===== config.mk =====
export PLATFORM = sky130hd
export DESIGN_NAME = ocp_unit
export DESIGN_NICKNAME = d
export VERILOG_FILES = /design/src/logic/ocp_pkg.sv /design/src/logic/ocp_clk_sel.sv /design/src/logic/ocp_unit.sv
export SDC_FILE = /design/constraint.sdc
export NUM_CORES = 1
export LEC_CHECK = 0
export ABC_AREA = 0
export ABC_CLOCK_PERIOD_IN_PS = 6000
export BUFFER_PORTS_ARGS = -buffer_cell sky130_fd_sc_hd__clkbuf_2
export CAP_MARGIN = 20
export CORE_ASPECT_RATIO = 1.25
export CORE_MARGIN = 5
export CORE_UTILIZATION = 40
export DETAILED_ROUTE_END_ITERATION = 10
export HOLD_SLACK_MARGIN = 0.03
export MAX_ROUTING_LAYER = met4
export SYNTH_ARGS = -nofsm -noshare
export SYNTH_HDL_FRONTEND = slang
export SYNTH_SLANG_ARGS = --single-unit

===== constraint.sdc =====
create_clock -name core_clk_in -period 6 [get_ports core_clk_in]
set_clock_uncertainty 0.2 [all_clocks]
set_input_delay 1.2 -clock core_clk_in [delete_from_list [all_inputs] [get_ports core_clk_in]]
set_output_delay 1.2 -clock core_clk_in [all_outputs]
set_load 0.05 [all_outputs]

===== src/logic/ocp_pkg.sv =====
// constants and types for the output compare and pwm unit
package ocp_pkg;

  // ****************************************
  // register byte offsets
  // ****************************************
  localparam logic [7:0] OCP_CONTROL_ONE_OFS = 8'h00;
  localparam logic [7:0] OCP_CONTROL_TWO_OFS = 8'h04;
  localparam logic [7:0] OCP_PRIMARY_OFS = 8'h08;
  localparam logic [7:0] OCP_SECONDARY_OFS = 8'h0c;
  localparam logic [7:0] OCP_STATUS_OFS = 8'h10;
  localparam logic [7:0] OCP_TIMER_OFS = 8'h14;

  // ****************************************
  // control_one fields
  // ****************************************
  localparam int OCP_MODE_LSB = 0;
  localparam int OCP_TRIG_MODE_BIT = 3;
  localparam int OCP_FAULT_EN_LSB = 4;
  localparam int OCP_CLK_SEL_LSB = 10;
  localparam logic [31:0] OCP_CONTROL_ONE_MASK = 32'h0000_1c7f;

  // ****************************************
  // control_two fields
  // ****************************************
  localparam int OCP_SYNC_SEL_LSB = 0;
  localparam int OCP_TRIG_SEL_BIT = 7;
  localparam int OCP_CASCADE_BIT = 8;
  localparam int OCP_TRISTATE_BIT = 9;
  localparam int OCP_INVERT_BIT = 10;
  localparam logic [31:0] OCP_CONTROL_TWO_MASK = 32'h0000_079f;
  localparam logic [31:0] OCP_CONTROL_TWO_RST = 32'h0000_001f;

  // status fields
  localparam int OCP_FLAG_BIT = 0;
  localparam int OCP_PIN_BIT = 1;
  localparam int OCP_FAULT_BIT = 2;
  localparam int OCP_ARMED_BIT = 3;

  // sync source meaning self
  localparam logic [4:0] OCP_SYNC_SELF = 5'h1f;

  // compare mode encodings
  localparam logic [2:0] OCP_MODE_OFF = 3'h0;
  localparam logic [2:0] OCP_MODE_SINGLE_HIGH = 3'h1;
  localparam logic [2:0] OCP_MODE_SINGLE_LOW = 3'h2;
  localparam logic [2:0] OCP_MODE_SINGLE_TOGGLE = 3'h3;
  localparam logic [2:0] OCP_MODE_DOUBLE_SHOT = 3'h4;
  localparam logic [2:0] OCP_MODE_DOUBLE_CONT = 3'h5;
  localparam logic [2:0] OCP_MODE_PWM_EDGE = 3'h6;
  localparam logic [2:0] OCP_MODE_PWM_CENTER = 3'h7;

  // clock source encodings
  localparam logic [2:0] OCP_CLK_SYSTEM = 3'h0;
  localparam logic [2:0] OCP_CLK_TIMER_A = 3'h1;
  localparam logic [2:0] OCP_CLK_TIMER_B = 3'h2;

  // ****************************************
  // one-shot arm states (gray along the path)
  // ****************************************
  typedef enum logic [1:0] {
    OCP_ST_IDLE = 2'b00,
    OCP_ST_RUN = 2'b01,
    OCP_ST_DONE = 2'b11
  } ocp_state_t;

endpackage : ocp_pkg


===== src/logic/ocp_clk_sel.sv =====
// timebase tick selector for the output compare and pwm unit
`timescale 1ns/10ps
`default_nettype none
module ocp_clk_sel (
  input wire logic core_clk_in, // 25 mhz core clock
  input wire logic rstn_in, // async reset, active low
  input wire logic [2:0] sel_in, // clock source select
  input wire logic tmr_a_pre_in, // timer a prescaler pin, async
  input wire logic tmr_b_pre_in, // timer b prescaler pin, async
  input wire logic ext_in, // other sources pin, async
  output logic tick_out // one-cycle timebase enable
);

  typedef struct packed {
    logic [2:0] s1;
    logic [2:0] s2;
    logic [2:0] prev;
    logic tick;
  } ocp_cs_t;

  ocp_cs_t q, d;

  // two-flop sync then rising edge detect on the second flop only
  always_comb begin
    d = q;
    d.s1 = {ext_in, tmr_b_pre_in, tmr_a_pre_in};
    d.s2 = q.s1;
    d.prev = q.s2;
    case (sel_in)
      ocp_pkg::OCP_CLK_SYSTEM: d.tick = 1'b1;
      ocp_pkg::OCP_CLK_TIMER_A: d.tick = q.s2[0] & ~q.prev[0];
      ocp_pkg::OCP_CLK_TIMER_B: d.tick = q.s2[1] & ~q.prev[1];
      default: d.tick = q.s2[2] & ~q.prev[2];
    endcase
  end

  // state register
  always_ff @(posedge core_clk_in or negedge rstn_in) begin
    if (!rstn_in) begin
      q <= '0;
    end else begin
      q <= d;
    end
  end

  assign tick_out = q.tick;

endmodule // ocp_clk_sel
`default_nettype wire


===== src/logic/ocp_unit.sv =====
// output compare and pwm unit with apb register slave
//
// Added by the designer: the APB interface to the registers and the register offsets.
`timescale 1ns/10ps
`default_nettype none
module ocp_unit (
  input wire logic core_clk_in, // 25 mhz core clock
  input wire logic rstn_in, // async reset, active low
  input wire logic psel_in, // apb select
  input wire logic penable_in, // apb enable
  input wire logic pwrite_in, // apb write
  input wire logic [7:0] paddr_in, // apb byte address
  input wire logic [31:0] pwdata_in, // apb write data
  input wire logic [3:0] pstrb_in, // apb byte strobes
  output logic [31:0] prdata_out, // apb read data
  output logic pready_out, // apb ready
  output logic pslverr_out, // apb error on unmapped
  input wire logic tmr_a_pre_in, // timer a prescaler output, async
  input wire logic tmr_b_pre_in, // timer b prescaler output, async
  input wire logic ext_clk_in, // alternate clock source, async
  input wire logic [2:0] fault_in, // fault pins, active high, async
  input wire logic [30:0] sync_in, // sync pulses of other modules
  input wire logic [15:0] peer_count_in, // even partner count, cascade
  input wire logic peer_wrap_in, // even partner wrap pulse
  output logic [15:0] count_out, // own timebase count
  output logic wrap_out, // own wrap pulse: period match or sync restart, the bottom turn in center mode
  output logic compare_output_out, // compare output pin level
  output logic compare_output_oe_out, // pin output enable
  output logic compare_interrupt_flag_out // sticky match flag
);

  // ****************************************
  // state record
  // ****************************************
  typedef struct packed {
    logic [31:0] control_one;
    logic [31:0] control_two;
    logic [15:0] primary;
    logic [15:0] secondary;
    logic [15:0] pri_shadow;
    logic [15:0] sec_shadow;
    logic [15:0] count;
    logic up;
    logic pin;
    logic flag;
    logic fault;
    logic triggered;
    logic wrap;
    logic [2:0] flt_s1;
    logic [2:0] flt_s2;
    logic [31:0] prdata;
    logic slverr;
    logic prdata_ready;
    ocp_pkg::ocp_state_t st;
  } ocp_st_t;

  ocp_st_t q, d;
  logic tick;

  // compare of two 16-bit values against the count, used four times
  function automatic logic hit(input logic [15:0] a, input logic [15:0] b);
    hit = (a == b);
  endfunction

  // maps a byte address to a register index, 7 is unmapped
  function automatic logic [2:0] reg_index(input logic [7:0] a);
    case (a)
      ocp_pkg::OCP_CONTROL_ONE_OFS: reg_index = 3'h0;
      ocp_pkg::OCP_CONTROL_TWO_OFS: reg_index = 3'h1;
      ocp_pkg::OCP_PRIMARY_OFS: reg_index = 3'h2;
      ocp_pkg::OCP_SECONDARY_OFS: reg_index = 3'h3;
      ocp_pkg::OCP_STATUS_OFS: reg_index = 3'h4;
      ocp_pkg::OCP_TIMER_OFS: reg_index = 3'h5;
      default: reg_index = 3'h7;
    endcase
  endfunction

  // byte-lane merge of a write
  function automatic logic [31:0] merge(input logic [31:0] old, input logic [31:0] nw,
                                        input logic [3:0] strb, input logic [31:0] mask);
    logic [31:0] r;
    r = old;
    for (int i = 0; i < 4; i++) begin
      if (strb[i]) begin
        r[i*8 +: 8] = nw[i*8 +: 8];
      end
    end
    merge = r & mask;
  endfunction

  // ****************************************
  // clock source selection
  // ****************************************
  ocp_clk_sel u_clk_sel (
    .core_clk_in(core_clk_in),
    .rstn_in(rstn_in),
    .sel_in(q.control_one[ocp_pkg::OCP_CLK_SEL_LSB +: 3]),
    .tmr_a_pre_in(tmr_a_pre_in),
    .tmr_b_pre_in(tmr_b_pre_in),
    .ext_in(ext_clk_in),
    .tick_out(tick)
  );

  // ****************************************
  // next-state logic
  // ****************************************
  logic [2:0] mode;
  logic [4:0] sync_sel;
  logic [2:0] flt_en;
  logic trig_sel, trig_mode, cascade, tristate, invert;
  logic acc, wr, rd, first;
  logic [2:0] idx;
  logic [31:0] pri_m, sec_m;
  logic sync_hit, period_hit, duty_hit, pwm, dbl, pri_hit, sec_hit;
  logic [15:0] eff_count;
  logic set_flag;

  // field decode from control registers
  always_comb begin
    mode = q.control_one[ocp_pkg::OCP_MODE_LSB +: 3];
    trig_mode = q.control_one[ocp_pkg::OCP_TRIG_MODE_BIT];
    flt_en = q.control_one[ocp_pkg::OCP_FAULT_EN_LSB +: 3];
    sync_sel = q.control_two[ocp_pkg::OCP_SYNC_SEL_LSB +: 5];
    trig_sel = q.control_two[ocp_pkg::OCP_TRIG_SEL_BIT];
    cascade = q.control_two[ocp_pkg::OCP_CASCADE_BIT];
    tristate = q.control_two[ocp_pkg::OCP_TRISTATE_BIT];
    invert = q.control_two[ocp_pkg::OCP_INVERT_BIT];
    pwm = (mode == ocp_pkg::OCP_MODE_PWM_EDGE) || (mode == ocp_pkg::OCP_MODE_PWM_CENTER);
    dbl = (mode == ocp_pkg::OCP_MODE_DOUBLE_SHOT) || (mode == ocp_pkg::OCP_MODE_DOUBLE_CONT);
    // in cascade the odd module compares the partner's count
    eff_count = cascade ? peer_count_in : q.count;
    // self sync restarts on own period match, else on the partner wrap in cascade or on the chosen pulse
    if (sync_sel == ocp_pkg::OCP_SYNC_SELF) begin
      sync_hit = 1'b0;
    end else if (cascade) begin
      sync_hit = peer_wrap_in;
    end else begin
      sync_hit = sync_in[sync_sel];
    end
    period_hit = hit(q.count, pwm ? q.sec_shadow : q.secondary);
    duty_hit = hit(eff_count, pwm ? q.pri_shadow : q.primary);
    pri_hit = tick && hit(eff_count, q.primary);
    sec_hit = tick && hit(eff_count, q.secondary);
    // one wait state: read data is captured in the first access cycle,
    // so a write lands only on the ready cycle and never twice
    acc = psel_in && penable_in;
    first = acc && !q.prdata_ready;
    wr = acc && pwrite_in && q.prdata_ready;
    rd = first && !pwrite_in;
    idx = reg_index(paddr_in);
    // 16-bit value registers merged as a word, upper half dropped
    pri_m = merge({16'h0000, q.primary}, pwdata_in, pstrb_in, 32'h0000_ffff);
    sec_m = merge({16'h0000, q.secondary}, pwdata_in, pstrb_in, 32'h0000_ffff);
  end

  // main behaviour
  always_comb begin
    d = q;
    d.wrap = 1'b0;
    d.prdata = q.prdata;
    d.slverr = 1'b0;
    d.prdata_ready = first;
    set_flag = 1'b0;
    // fault pins pass two flops before use
    d.flt_s1 = fault_in;
    d.flt_s2 = q.flt_s1;

    // timebase: runs while mode on and, in trigger mode, once triggered
    if (trig_sel && sync_hit) begin
      d.triggered = 1'b1;
    end
    if (mode != ocp_pkg::OCP_MODE_OFF && tick && (!trig_sel || q.triggered)) begin
      if (mode == ocp_pkg::OCP_MODE_PWM_CENTER) begin
        // center aligned counts up to period then back down
        if (q.up && period_hit) begin
          d.up = 1'b0;
          d.count = q.count - 16'h0001;
        end else if (!q.up && q.count == 16'h0000) begin
          d.up = 1'b1;
          d.count = 16'h0001;
          d.pri_shadow = q.primary;
          d.sec_shadow = q.secondary;
          d.wrap = 1'b1;
        end else begin
          d.count = q.up ? q.count + 16'h0001 : q.count - 16'h0001;
        end
      end else if (period_hit || (!trig_sel && sync_hit)) begin
        d.count = 16'h0000;
        d.wrap = 1'b1;
        d.pri_shadow = q.primary;
        d.sec_shadow = q.secondary;
        if (trig_sel && !trig_mode) begin
          d.triggered = 1'b0; // auto clear of trigger
        end
      end else begin
        d.count = q.count + 16'h0001;
      end
    end

    // output generation per mode
    case (mode)
      ocp_pkg::OCP_MODE_SINGLE_HIGH, ocp_pkg::OCP_MODE_SINGLE_LOW: begin
        if (q.st == ocp_pkg::OCP_ST_RUN && pri_hit) begin
          d.pin = (mode == ocp_pkg::OCP_MODE_SINGLE_HIGH);
          d.st = ocp_pkg::OCP_ST_DONE;
          set_flag = 1'b1;
        end
      end
      ocp_pkg::OCP_MODE_SINGLE_TOGGLE: begin
        if (pri_hit) begin
          d.pin = ~q.pin;
          set_flag = 1'b1;
        end
      end
      ocp_pkg::OCP_MODE_DOUBLE_SHOT, ocp_pkg::OCP_MODE_DOUBLE_CONT: begin
        if (q.st == ocp_pkg::OCP_ST_RUN && pri_hit) begin
          d.pin = 1'b1;
        end
        if (q.st == ocp_pkg::OCP_ST_RUN && sec_hit && q.pin) begin
          d.pin = 1'b0;
          set_flag = 1'b1;
          if (mode == ocp_pkg::OCP_MODE_DOUBLE_SHOT) begin
            d.st = ocp_pkg::OCP_ST_DONE;
          end
        end
        // continuous double mode stays in run forever
        if (mode == ocp_pkg::OCP_MODE_DOUBLE_CONT) begin
          d.st = (d.st == ocp_pkg::OCP_ST_DONE) ? ocp_pkg::OCP_ST_RUN : d.st;
        end
      end
      ocp_pkg::OCP_MODE_PWM_EDGE, ocp_pkg::OCP_MODE_PWM_CENTER: begin
        if (q.fault) begin
          d.pin = 1'b0;
        end else if (tick) begin
          // edge active while count below duty, default once duty reached; center active above duty
          if (d.wrap && mode == ocp_pkg::OCP_MODE_PWM_EDGE) begin
            d.pin = (q.primary != 16'h0000);
          end else if (duty_hit) begin
            d.pin = (mode == ocp_pkg::OCP_MODE_PWM_CENTER) ? q.up : 1'b0;
          end
        end
        // flag on the period match: the edge wrap, or the turn at the top
        if ((d.wrap && mode == ocp_pkg::OCP_MODE_PWM_EDGE) || (q.up && !d.up)) begin
          set_flag = 1'b1;
        end
      end
      default: begin
        d.pin = 1'b0;
      end
    endcase

    // register write; a control_one write re-arms the one-shot
    if (wr) begin
      case (idx)
        3'h0: begin
          d.control_one = merge(q.control_one, pwdata_in, pstrb_in,
                                ocp_pkg::OCP_CONTROL_ONE_MASK);
          d.st = ocp_pkg::OCP_ST_RUN;
          // single low idles at the high level until its match
          d.pin = (d.control_one[ocp_pkg::OCP_MODE_LSB +: 3] == ocp_pkg::OCP_MODE_SINGLE_LOW);
          d.fault = 1'b0;
          d.count = 16'h0000;
          d.up = 1'b1;
          d.pri_shadow = q.primary;
          d.sec_shadow = q.secondary;
        end
        3'h1: d.control_two = merge(q.control_two, pwdata_in, pstrb_in,
                                    ocp_pkg::OCP_CONTROL_TWO_MASK);
        3'h2: d.primary = pri_m[15:0];
        3'h3: d.secondary = sec_m[15:0];
        3'h4: begin
          // write one to clear; a match in the same cycle wins
          if (pstrb_in[0] && pwdata_in[ocp_pkg::OCP_FLAG_BIT]) begin
            d.flag = 1'b0;
          end
          if (pstrb_in[0] && pwdata_in[ocp_pkg::OCP_FAULT_BIT]) begin
            d.fault = 1'b0;
          end
        end
        3'h5: ;
        default: ;
      endcase
    end
    if (set_flag) begin
      d.flag = 1'b1;
    end
    // after the write, so a fault in the cycle of its clear still latches
    if (pwm && |(q.flt_s2 & flt_en)) begin
      d.fault = 1'b1;
    end
    // unmapped address: error shown in the ready cycle of either direction
    if (first && idx == 3'h7) begin
      d.slverr = 1'b1;
    end
    // the new mode decides, so a start from off arms the run state
    if (d.control_one[ocp_pkg::OCP_MODE_LSB +: 3] == ocp_pkg::OCP_MODE_OFF) begin
      d.st = ocp_pkg::OCP_ST_IDLE;
      d.count = 16'h0000;
      d.triggered = 1'b0;
    end

    // read data, captured in the access cycle
    if (rd) begin
      case (idx)
        3'h0: d.prdata = q.control_one;
        3'h1: d.prdata = q.control_two;
        3'h2: d.prdata = {16'h0000, q.primary};
        3'h3: d.prdata = {16'h0000, q.secondary};
        3'h4: d.prdata = {28'h0000000, q.st == ocp_pkg::OCP_ST_RUN, q.fault, q.pin, q.flag};
        3'h5: d.prdata = {16'h0000, q.count};
        default: begin
          d.prdata = 32'h0000_0000;
          d.slverr = 1'b1;
        end
      endcase
    end
  end

  // ****************************************
  // state register
  // ****************************************
  always_ff @(posedge core_clk_in or negedge rstn_in) begin
    if (!rstn_in) begin
      q <= '0;
      q.control_two <= ocp_pkg::OCP_CONTROL_TWO_RST;
      q.up <= 1'b1;
    end else begin
      q <= d;
    end
  end

  // outputs; the pin is driven only while tristate is clear
  assign pready_out = psel_in && penable_in && q.prdata_ready;
  assign prdata_out = q.prdata;
  assign pslverr_out = q.slverr;
  assign count_out = q.count;
  assign wrap_out = q.wrap;
  assign compare_output_out = q.pin ^ invert;
  assign compare_output_oe_out = ~tristate;
  assign compare_interrupt_flag_out = q.flag;

endmodule // ocp_unit
`default_nettype wire


==> reports/metrics.cfg, run 1 <==
[global_route]
grt_max_degree = 108
grt-busiest-layer = met2
grt_pass1_wl_um = 43200
grt_remaining_overflow = 0
met3_usage = 0.0300
grtUsageTotal = 0.230
grt.met2_usage = 0.382
antenna_found_initial = 0
met1_usage = 0.284
vias_in_the_first_global_route = 7295

[setup_path]
kind_of_critical_path = reg -> reg
critical-path-max-stage-delay_ns = 0.64
cp_data_arrival_time_ns = 4.44
cp_startpoint_kind = register
combined_buffer_and_inverter_count_along_the_critical_path = 2
end_kind = register
most_common_cell_on_crit_path = sky130_fd_sc_hd__buf_4
cp_max_fo = 37
crit_slowest_cell = sky130_fd_sc_hd__dfrtp_1
timing.critical_path.cells = nand2_2, a2111oi_0, o32ai_1, nor4_4, buf_4, nor3_4, o31ai_4, buf_4, mux2_1
top_cell_family_by_delay_on_the_critical_path = simple AND/OR/NAND/NOR gates
cp.required_ns = 6.10

[clock_network]
cts.root.buffer_cell = sky130_fd_sc_hd__clkbuf_16
ctsLongestPathBuffers = 2
post_cts_hold_buffer_count = 0
cts_htree_levels = 4
clock_tree_from_tritoncts = built
clock_latency_at_the_later_pin_of_the_worst_skew_pair_ns = 0.42
clock_sinks = 141
clkTransAtPathRegs_ns = 0.06
tritoncts.num_buffers = 17
cts_repair_resize_count = 0
post_cts_buffers = 0

[synthesis]
yosys_warnings = 0
synth.avg_cell_area_um2 = 9.80
synth_sequential_area_ratio = 0.396
synthesis.instances = 912
synth_enable_flop_cells = 0
synth_top_cells_by_area = sky130_fd_sc_hd__dfrtp_1 38%, sky130_fd_sc_hd__mux2_2 7.3%, sky130_fd_sc_hd__xnor2_1 5.2%
flops_latches_synth = 141
synth_largest_type_area_fraction = 0.378
post-synth-top-count-cell = sky130_fd_sc_hd__dfrtp_1
async_set_or_reset_flop_fraction_in_the_synthesized_netlist = 1.00
netlist.top_cell.by_area = sky130_fd_sc_hd__dfrtp_1
yosysUniqueCellTypes = 73
syn-cell-area_um2 = 8940
dominantRegCellSynth = sky130_fd_sc_hd__dfrtp_1
synth_common_cells = 135 x sky130_fd_sc_hd__dfrtp_1, 71 x sky130_fd_sc_hd__nand2_1, 58 x sky130_fd_sc_hd__mux2_2, 53 x sky130_fd_sc_hd__xnor2_1, 49 x sky130_fd_sc_hd__buf_4

[timing]
finalMaxSlewViolations = 0
setup_tns_ns = 0
worst_pin_slew_ns = 1.20
rsz0062_at_grt = false
period_minus_slack_ns = 4.34
fmax_mhz = 230
hold_violations = 0
max-slew-margin-rel = 0.190
setup-violations-final = 0
share_of_the_clock_period_used_by_the_worst_path_after_layout = 0.724

[floorplanning]
initial_utilization = 0.404
floorplan.core_area_um2 = 22100
chipHeight_um = 177
io-pin-count = 157
design.die.area_um2 = 25500
core.rowCount = 61
chipWidth_um = 144

[finish]
n_antenna_cell = 0
post-route-util = 0.456
fin_nets = 1079
layout-area-overhead-vs-synth_pct = 12.9
multi_input_area_um2 = 4750
fillerInstances = 2111
area.sequential_um2 = 3540
final_layout_size_suffix_gt1_frac = 0.252

[drt]
detail_route.vias_per_cell = 5.80
drt_drc_violations_left = 0
detailroute.via_count = 7351
detail-route-antenna-nets = 0
drtPass1Iterations = 11
wirelength_um = 28000
number_of_drc_violations_after_detailed_routing_iteration_0 = 697
wire_per_inst_um = 22.0

[run_status]
run_status = finished, final reports clean

[power]
power.density_nw_per_um2 = 226
leakage_dissipation_nw = 4.57
vdd_drop_max_uv = 222

[place]
hpwl_um = 20500
port_buffers = 122
gp_routability_congestion = 0.972

[worst_hold_path]
worst_hold_path_type = reg -> reg

[job]
max-cap-violations = 0

through the flow:
step                      instance area (um^2)  total power [mW]  hold slack (ns)  cells  setup WS (ns)
after floorplan                           8990              1.07            0.131    927           2.21
after global placement                    9440              1.13            0.131   1236           1.67
after detailed placement                  9440              1.14            0.137   1236           1.63
after CTS                                10100              2.30            0.150   1268           1.67
after global routing                     10100              2.36            0.168   1268           1.32
final                                    10100              2.28            0.148   1268           1.66
where the power goes:
| part | internal, mW | switching (mW) |
|---|---|---|
| combinational | 0.0433 | 0.0932 |
| sequential | 0.971 | 0.0112 |
| clock | 0.740 | 0.420 |
| total | 1.75 | 0.525 |
per-layer routing:
| metal | wire length [um] | vias up | part of all wire |
|---|---|---|---|
| met5 | 0 | - | 0 |
| met1 | 11200 | 3618 | 0.40 |
| met2 | 14200 | 285 | 0.51 |
| met4 | 1040 | 0 | 0.037 |
| li1 | - | 3379 | - |
| met3 | 1510 | 69 | 0.054 |
worst register-to-register path: cells and delay by family, from the launching register on:
kind,cells,cell delay [ns]
AOI/OAI and AO/OA,3,1.05
DFF,1,0.64
and+or+nand+nor,3,1.18
buffers and inverters,2,0.75
muxes,1,0.40
path summary, 6_finish.rpt:
kind	start	end	slack (ns)	depth (start not counted)
max	mode[2]	q[85]	1.66	9
min	d[36]	q[36]	0.15	0
max reg2reg	mode[2]	q[85]	1.66	9
min reg2reg	d[36]	q[36]	0.15	0
max in group asynchronous	rstn_in	q[47]	3.86	2
min in group asynchronous	rstn_in	q[135]	0.69	1
cells by family (layout without fill, tap and decap cells):
logic type,Yosys count,count (layout),share of synthesized area
AOI/OAI and AO/OA,187,187,0.145
xor gates and xnor gates,83,83,0.0813
adders and majority gates,4,4,0.00560
buffers and inverters,137,195,0.0808
DFF,141,141,0.396
muxes,120,120,0.155
other,1,16,0.000420
and+or+nand+nor,239,239,0.136
placed cells by master, fill, tap and decap left out, types with 10 or more instances in the layout:
cell / synthesis / layout
sky130_fd_sc_hd__a222oi_1: 13 / 13
sky130_fd_sc_hd__inv_1: 30 / 30
sky130_fd_sc_hd__dfrtp_1: 135 / 135
sky130_fd_sc_hd__buf_4: 49 / 10
sky130_fd_sc_hd__nor3_1: 28 / 26
sky130_fd_sc_hd__nor2_1: 37 / 37
sky130_fd_sc_hd__o21ai_0: 48 / 48
sky130_fd_sc_hd__clkbuf_2: 0 / 121
sky130_fd_sc_hd__conb_1: 1 / 16
sky130_fd_sc_hd__mux2i_1: 35 / 35
sky130_fd_sc_hd__mux2_2: 58 / 58
sky130_fd_sc_hd__a21oi_1: 32 / 32
sky130_fd_sc_hd__xnor2_1: 53 / 53
sky130_fd_sc_hd__nor4_1: 21 / 21
sky130_fd_sc_hd__nand2_1: 71 / 71
sky130_fd_sc_hd__clkbuf_16: 0 / 17
sky130_fd_sc_hd__xor2_1: 30 / 30
sky130_fd_sc_hd__nand3_1: 23 / 23
sky130_fd_sc_hd__mux2_1: 20 / 20
sky130_fd_sc_hd__and3_1: 10 / 10
flip-flops by register name (all words and copies together), names as in the netlist:
| register | count |
|---|---|
| pslverr_out | 1 |
| count_out | 16 |
| flt_en | 3 |
| cascade | 1 |
| invert | 1 |
| mode | 3 |
| q | 85 |
| prdata_out | 16 |
| compare_interrupt_flag_out | 1 |
| u_clk_sel.q | 3 |
| wrap_out | 1 |
| u_clk_sel.d | 6 |
| u_clk_sel.tick_out | 1 |
| d | 3 |
layout make-up:
| class | instances | share of cell area |
|---|---|---|
| multi-input combinational | 649 | 0.470 |
| sequential | 141 | 0.350 |
| timing repair buffer | 132 | 0.0686 |
| clock buffer | 19 | 0.0429 |
| tap | 283 | 0.0351 |
| clock inverter | 13 | 0.0211 |
| inverter | 31 | 0.0115 |
Power figures use the tool's default switching activity.
==> inputs of run 2 (changes only) <==
ABC_CLOCK_PERIOD_IN_PS = 4500   (was 6000)
clock period = 4.5 ns   (was 6 ns; I/O delays follow)
==> run 2 against run 1 <==
Compared with the run above: core utilization up 0.61 points; wire length grew 0.49%; via count rose by 1.9%; non-clock buffer count is 20 higher.
==> reports/metrics.cfg, run 2 (same netlist as run 1, synthesis figures left out) <==
[run_status]
run_status = finished, final reports clean

[clock_network]
tritoncts.num_buffers = 17  ; unchanged
post_cts_hold_buffer_count = 0  ; unchanged
cts.root.buffer_cell = sky130_fd_sc_hd__clkbuf_16
clkTransAtPathRegs_ns = 0.06  ; about the same
clock_sinks = 141  ; unchanged
post_cts_buffers = 0  ; unchanged
clock_latency_at_the_later_pin_of_the_worst_skew_pair_ns = 0.42  ; about the same
ctsLongestPathBuffers = 2  ; unchanged
clock_tree_from_tritoncts = built
cts_repair_resize_count = 0  ; unchanged
cts_htree_levels = 4  ; unchanged

[global_route]
grt_pass1_wl_um = 43900  ; +1.6%
grtUsageTotal = 0.232  ; +0.00292
grt_max_degree = 74  ; -31%
antenna_found_initial = 0  ; unchanged
vias_in_the_first_global_route = 7404  ; +1.5%
grt_remaining_overflow = 0  ; unchanged

[timing]
worst_pin_slew_ns = 1.07  ; -0.127 ns
rsz0062_at_grt = false
fmax_mhz = 254  ; +10%
layout_setup_ws_ns = 0.560  ; -1.10 ns
share_of_the_clock_period_used_by_the_worst_path_after_layout = 0.875  ; +0.152
finalMaxSlewViolations = 0  ; unchanged
setup_tns_ns = 0  ; unchanged
period_minus_slack_ns = 3.94  ; -0.403 ns
setup-violations-final = 0  ; unchanged
hold_violations = 0  ; unchanged
max-slew-margin-rel = 0.285  ; +0.0949

[drt]
number_of_drc_violations_after_detailed_routing_iteration_0 = 583  ; -16%
detailroute.via_count = 7488  ; +1.9%
detail_route.vias_per_cell = 5.82  ; +0.36%
drtPass1Iterations = 8  ; -3
detail-route-antenna-nets = 0  ; unchanged
wire_per_inst_um = 21.8  ; -0.99%
drt_drc_violations_left = 0  ; unchanged
wirelength_um = 28100  ; +0.49%

[finish]
layout_common_cells = 135 x sky130_fd_sc_hd__dfrtp_1, 121 x sky130_fd_sc_hd__clkbuf_2, 71 x sky130_fd_sc_hd__nand2_1
layout.cells.most_common = sky130_fd_sc_hd__dfrtp_1
final_design_area_no_fill_um2 = 10200  ; +1.3%
n_antenna_cell = 0  ; unchanged
number_of_flip_flops_in_the_largest_register = 85  ; unchanged
layout-area-overhead-vs-synth_pct = 14.4
fin_nets = 1099  ; +1.9%
final_layout_size_suffix_gt1_frac = 0.267  ; +0.0152
largest_register = q

[power]
sw_share = 0.233  ; +0.00250
clock_network_fraction_of_design_power = 0.498  ; -0.011
cellInternalPower_mw = 2.28  ; +30%
seqPwrFrac = 0.440  ; +0.009
p_switching_mw = 0.693  ; +32%
leakage_dissipation_nw = 4.68  ; +2.3%
power.density_nw_per_um2 = 291  ; +29%
power.share.combinational = 0.062  ; +0.002
vdd_drop_max_uv = 280  ; +26%

[setup_path]
combined_buffer_and_inverter_count_along_the_critical_path = 0  ; -2
cp_startpoint_kind = register
cp_data_arrival_time_ns = 4.04  ; -0.40 ns
critical-path-max-stage-delay_ns = 1.05  ; +0.41 ns
cp.required_ns = 4.60  ; -1.50 ns
end_kind = register
cp_max_fo = 19  ; -49%
timing.critical_path.cells = mux2i_1, xnor2_1, nor4_1, nand4_1, nor3_1, a311oi_1, o21ai_0, o21ai_0, a221o_1
crit_slowest_cell = sky130_fd_sc_hd__dfrtp_1
kind_of_critical_path = reg -> reg
most_common_cell_on_crit_path = sky130_fd_sc_hd__o21ai_0
top_cell_family_by_delay_on_the_critical_path = flip-flops

[place]
port_buffers = 122  ; unchanged
dpl_cell_area_um2 = 9610  ; +1.7%
hpwl_um = 21100  ; +3.1%
dp_worst_setup_slack_ns = 0.654  ; -0.974 ns
gp_routability_congestion = 0.950  ; -2.3%

[floorplanning]
floorplan.core_area_um2 = 22100  ; unchanged
design.die.area_um2 = 25500  ; unchanged
core.rowCount = 61  ; unchanged
initial_utilization = 0.404  ; unchanged
chipHeight_um = 177  ; unchanged
chipWidth_um = 144  ; unchanged
io-pin-count = 157  ; unchanged

[job]
max-cap-violations = 0  ; unchanged

[worst_hold_path]
worst_hold_path_type = reg -> reg

run 2: changes by cell type in the layout (fill, tap and decap cells not counted), sizes merged:
cell / before / now
clkbuf: 140 / 143
bufinv: 5 / 3
clkinvlp: 3 / 1
inv: 33 / 32
clkinv: 3 / 4
buf: 11 / 31
run 2: worst register-to-register path, delay by kind of cell (launching register included):
| family | cells | cell delay, ns |
|---|---|---|
| DFF | 1 | 1.05 |
| and+or+nand+nor | 3 | 1.04 |
| xor gates and xnor gates | 1 | 0.12 |
| muxes | 1 | 0.57 |
| AOI/OAI and AO/OA | 4 | 0.84 |
run 2: layer usage:
layer | up-vias | GRT usage | part of all wire
met4 | 0 | 0.106 | 0.042
met1 | 3726 | 0.292 | 0.42
met5 | - | - | 0
met2 | 269 | 0.371 | 0.49
met3 | 71 | 0.0330 | 0.046
li1 | 3422 | - | -
run 2: final timing paths:
| check | from | end | slack, ns | cells past startpoint |
|---|---|---|---|---|
| max | cascade | q[46] | 0.56 | 9 |
| min reg2reg | u_clk_sel.d[4] | u_clk_sel.d[1] | 0.15 | 0 |
| min | u_clk_sel.d[4] | u_clk_sel.d[1] | 0.15 | 0 |
| max in group asynchronous | rstn_in | q[47] | 2.85 | 2 |
| min in group asynchronous | rstn_in | q[112] | 0.30 | 1 |
| max reg2reg | cascade | q[46] | 0.56 | 9 |
run 2: through the flow:
step | total power [mW] | utilization | cells | hold WS, ns
2_1_floorplan | 1.43 | - | 927 | 0.131
6_report | 2.98 | 0.462 | 1287 | 0.146
4_1_cts | 3.00 | 0.462 | 1287 | 0.150
3_3_place_gp | 1.51 | 0.434 | 1256 | 0.133
5_1_grt | 3.07 | 0.462 | 1287 | 0.162
3_5_place_dp | 1.52 | 0.434 | 1256 | 0.137
run 2: power groups by stage:
stage	clock network, mW	logic (mW)	registers (mW)
2_1_floorplan	0	0.103	1.33
3_3_place_gp	0	0.184	1.33
3_5_place_dp	0	0.186	1.33
4_1_cts	1.51	0.186	1.31
5_1_grt	1.56	0.204	1.31
6_report	1.48	0.185	1.31
run 2: cell type report:
class,count,area [um^2]
Sequential cell,141,3540
Inverter,31,116
Clock inverter,9,134
Fill cell,2146,11900
Clock buffer,22,484
Timing Repair Buffer,152,855
Tap cell,283,354
Multi-Input combinational cell,649,4750
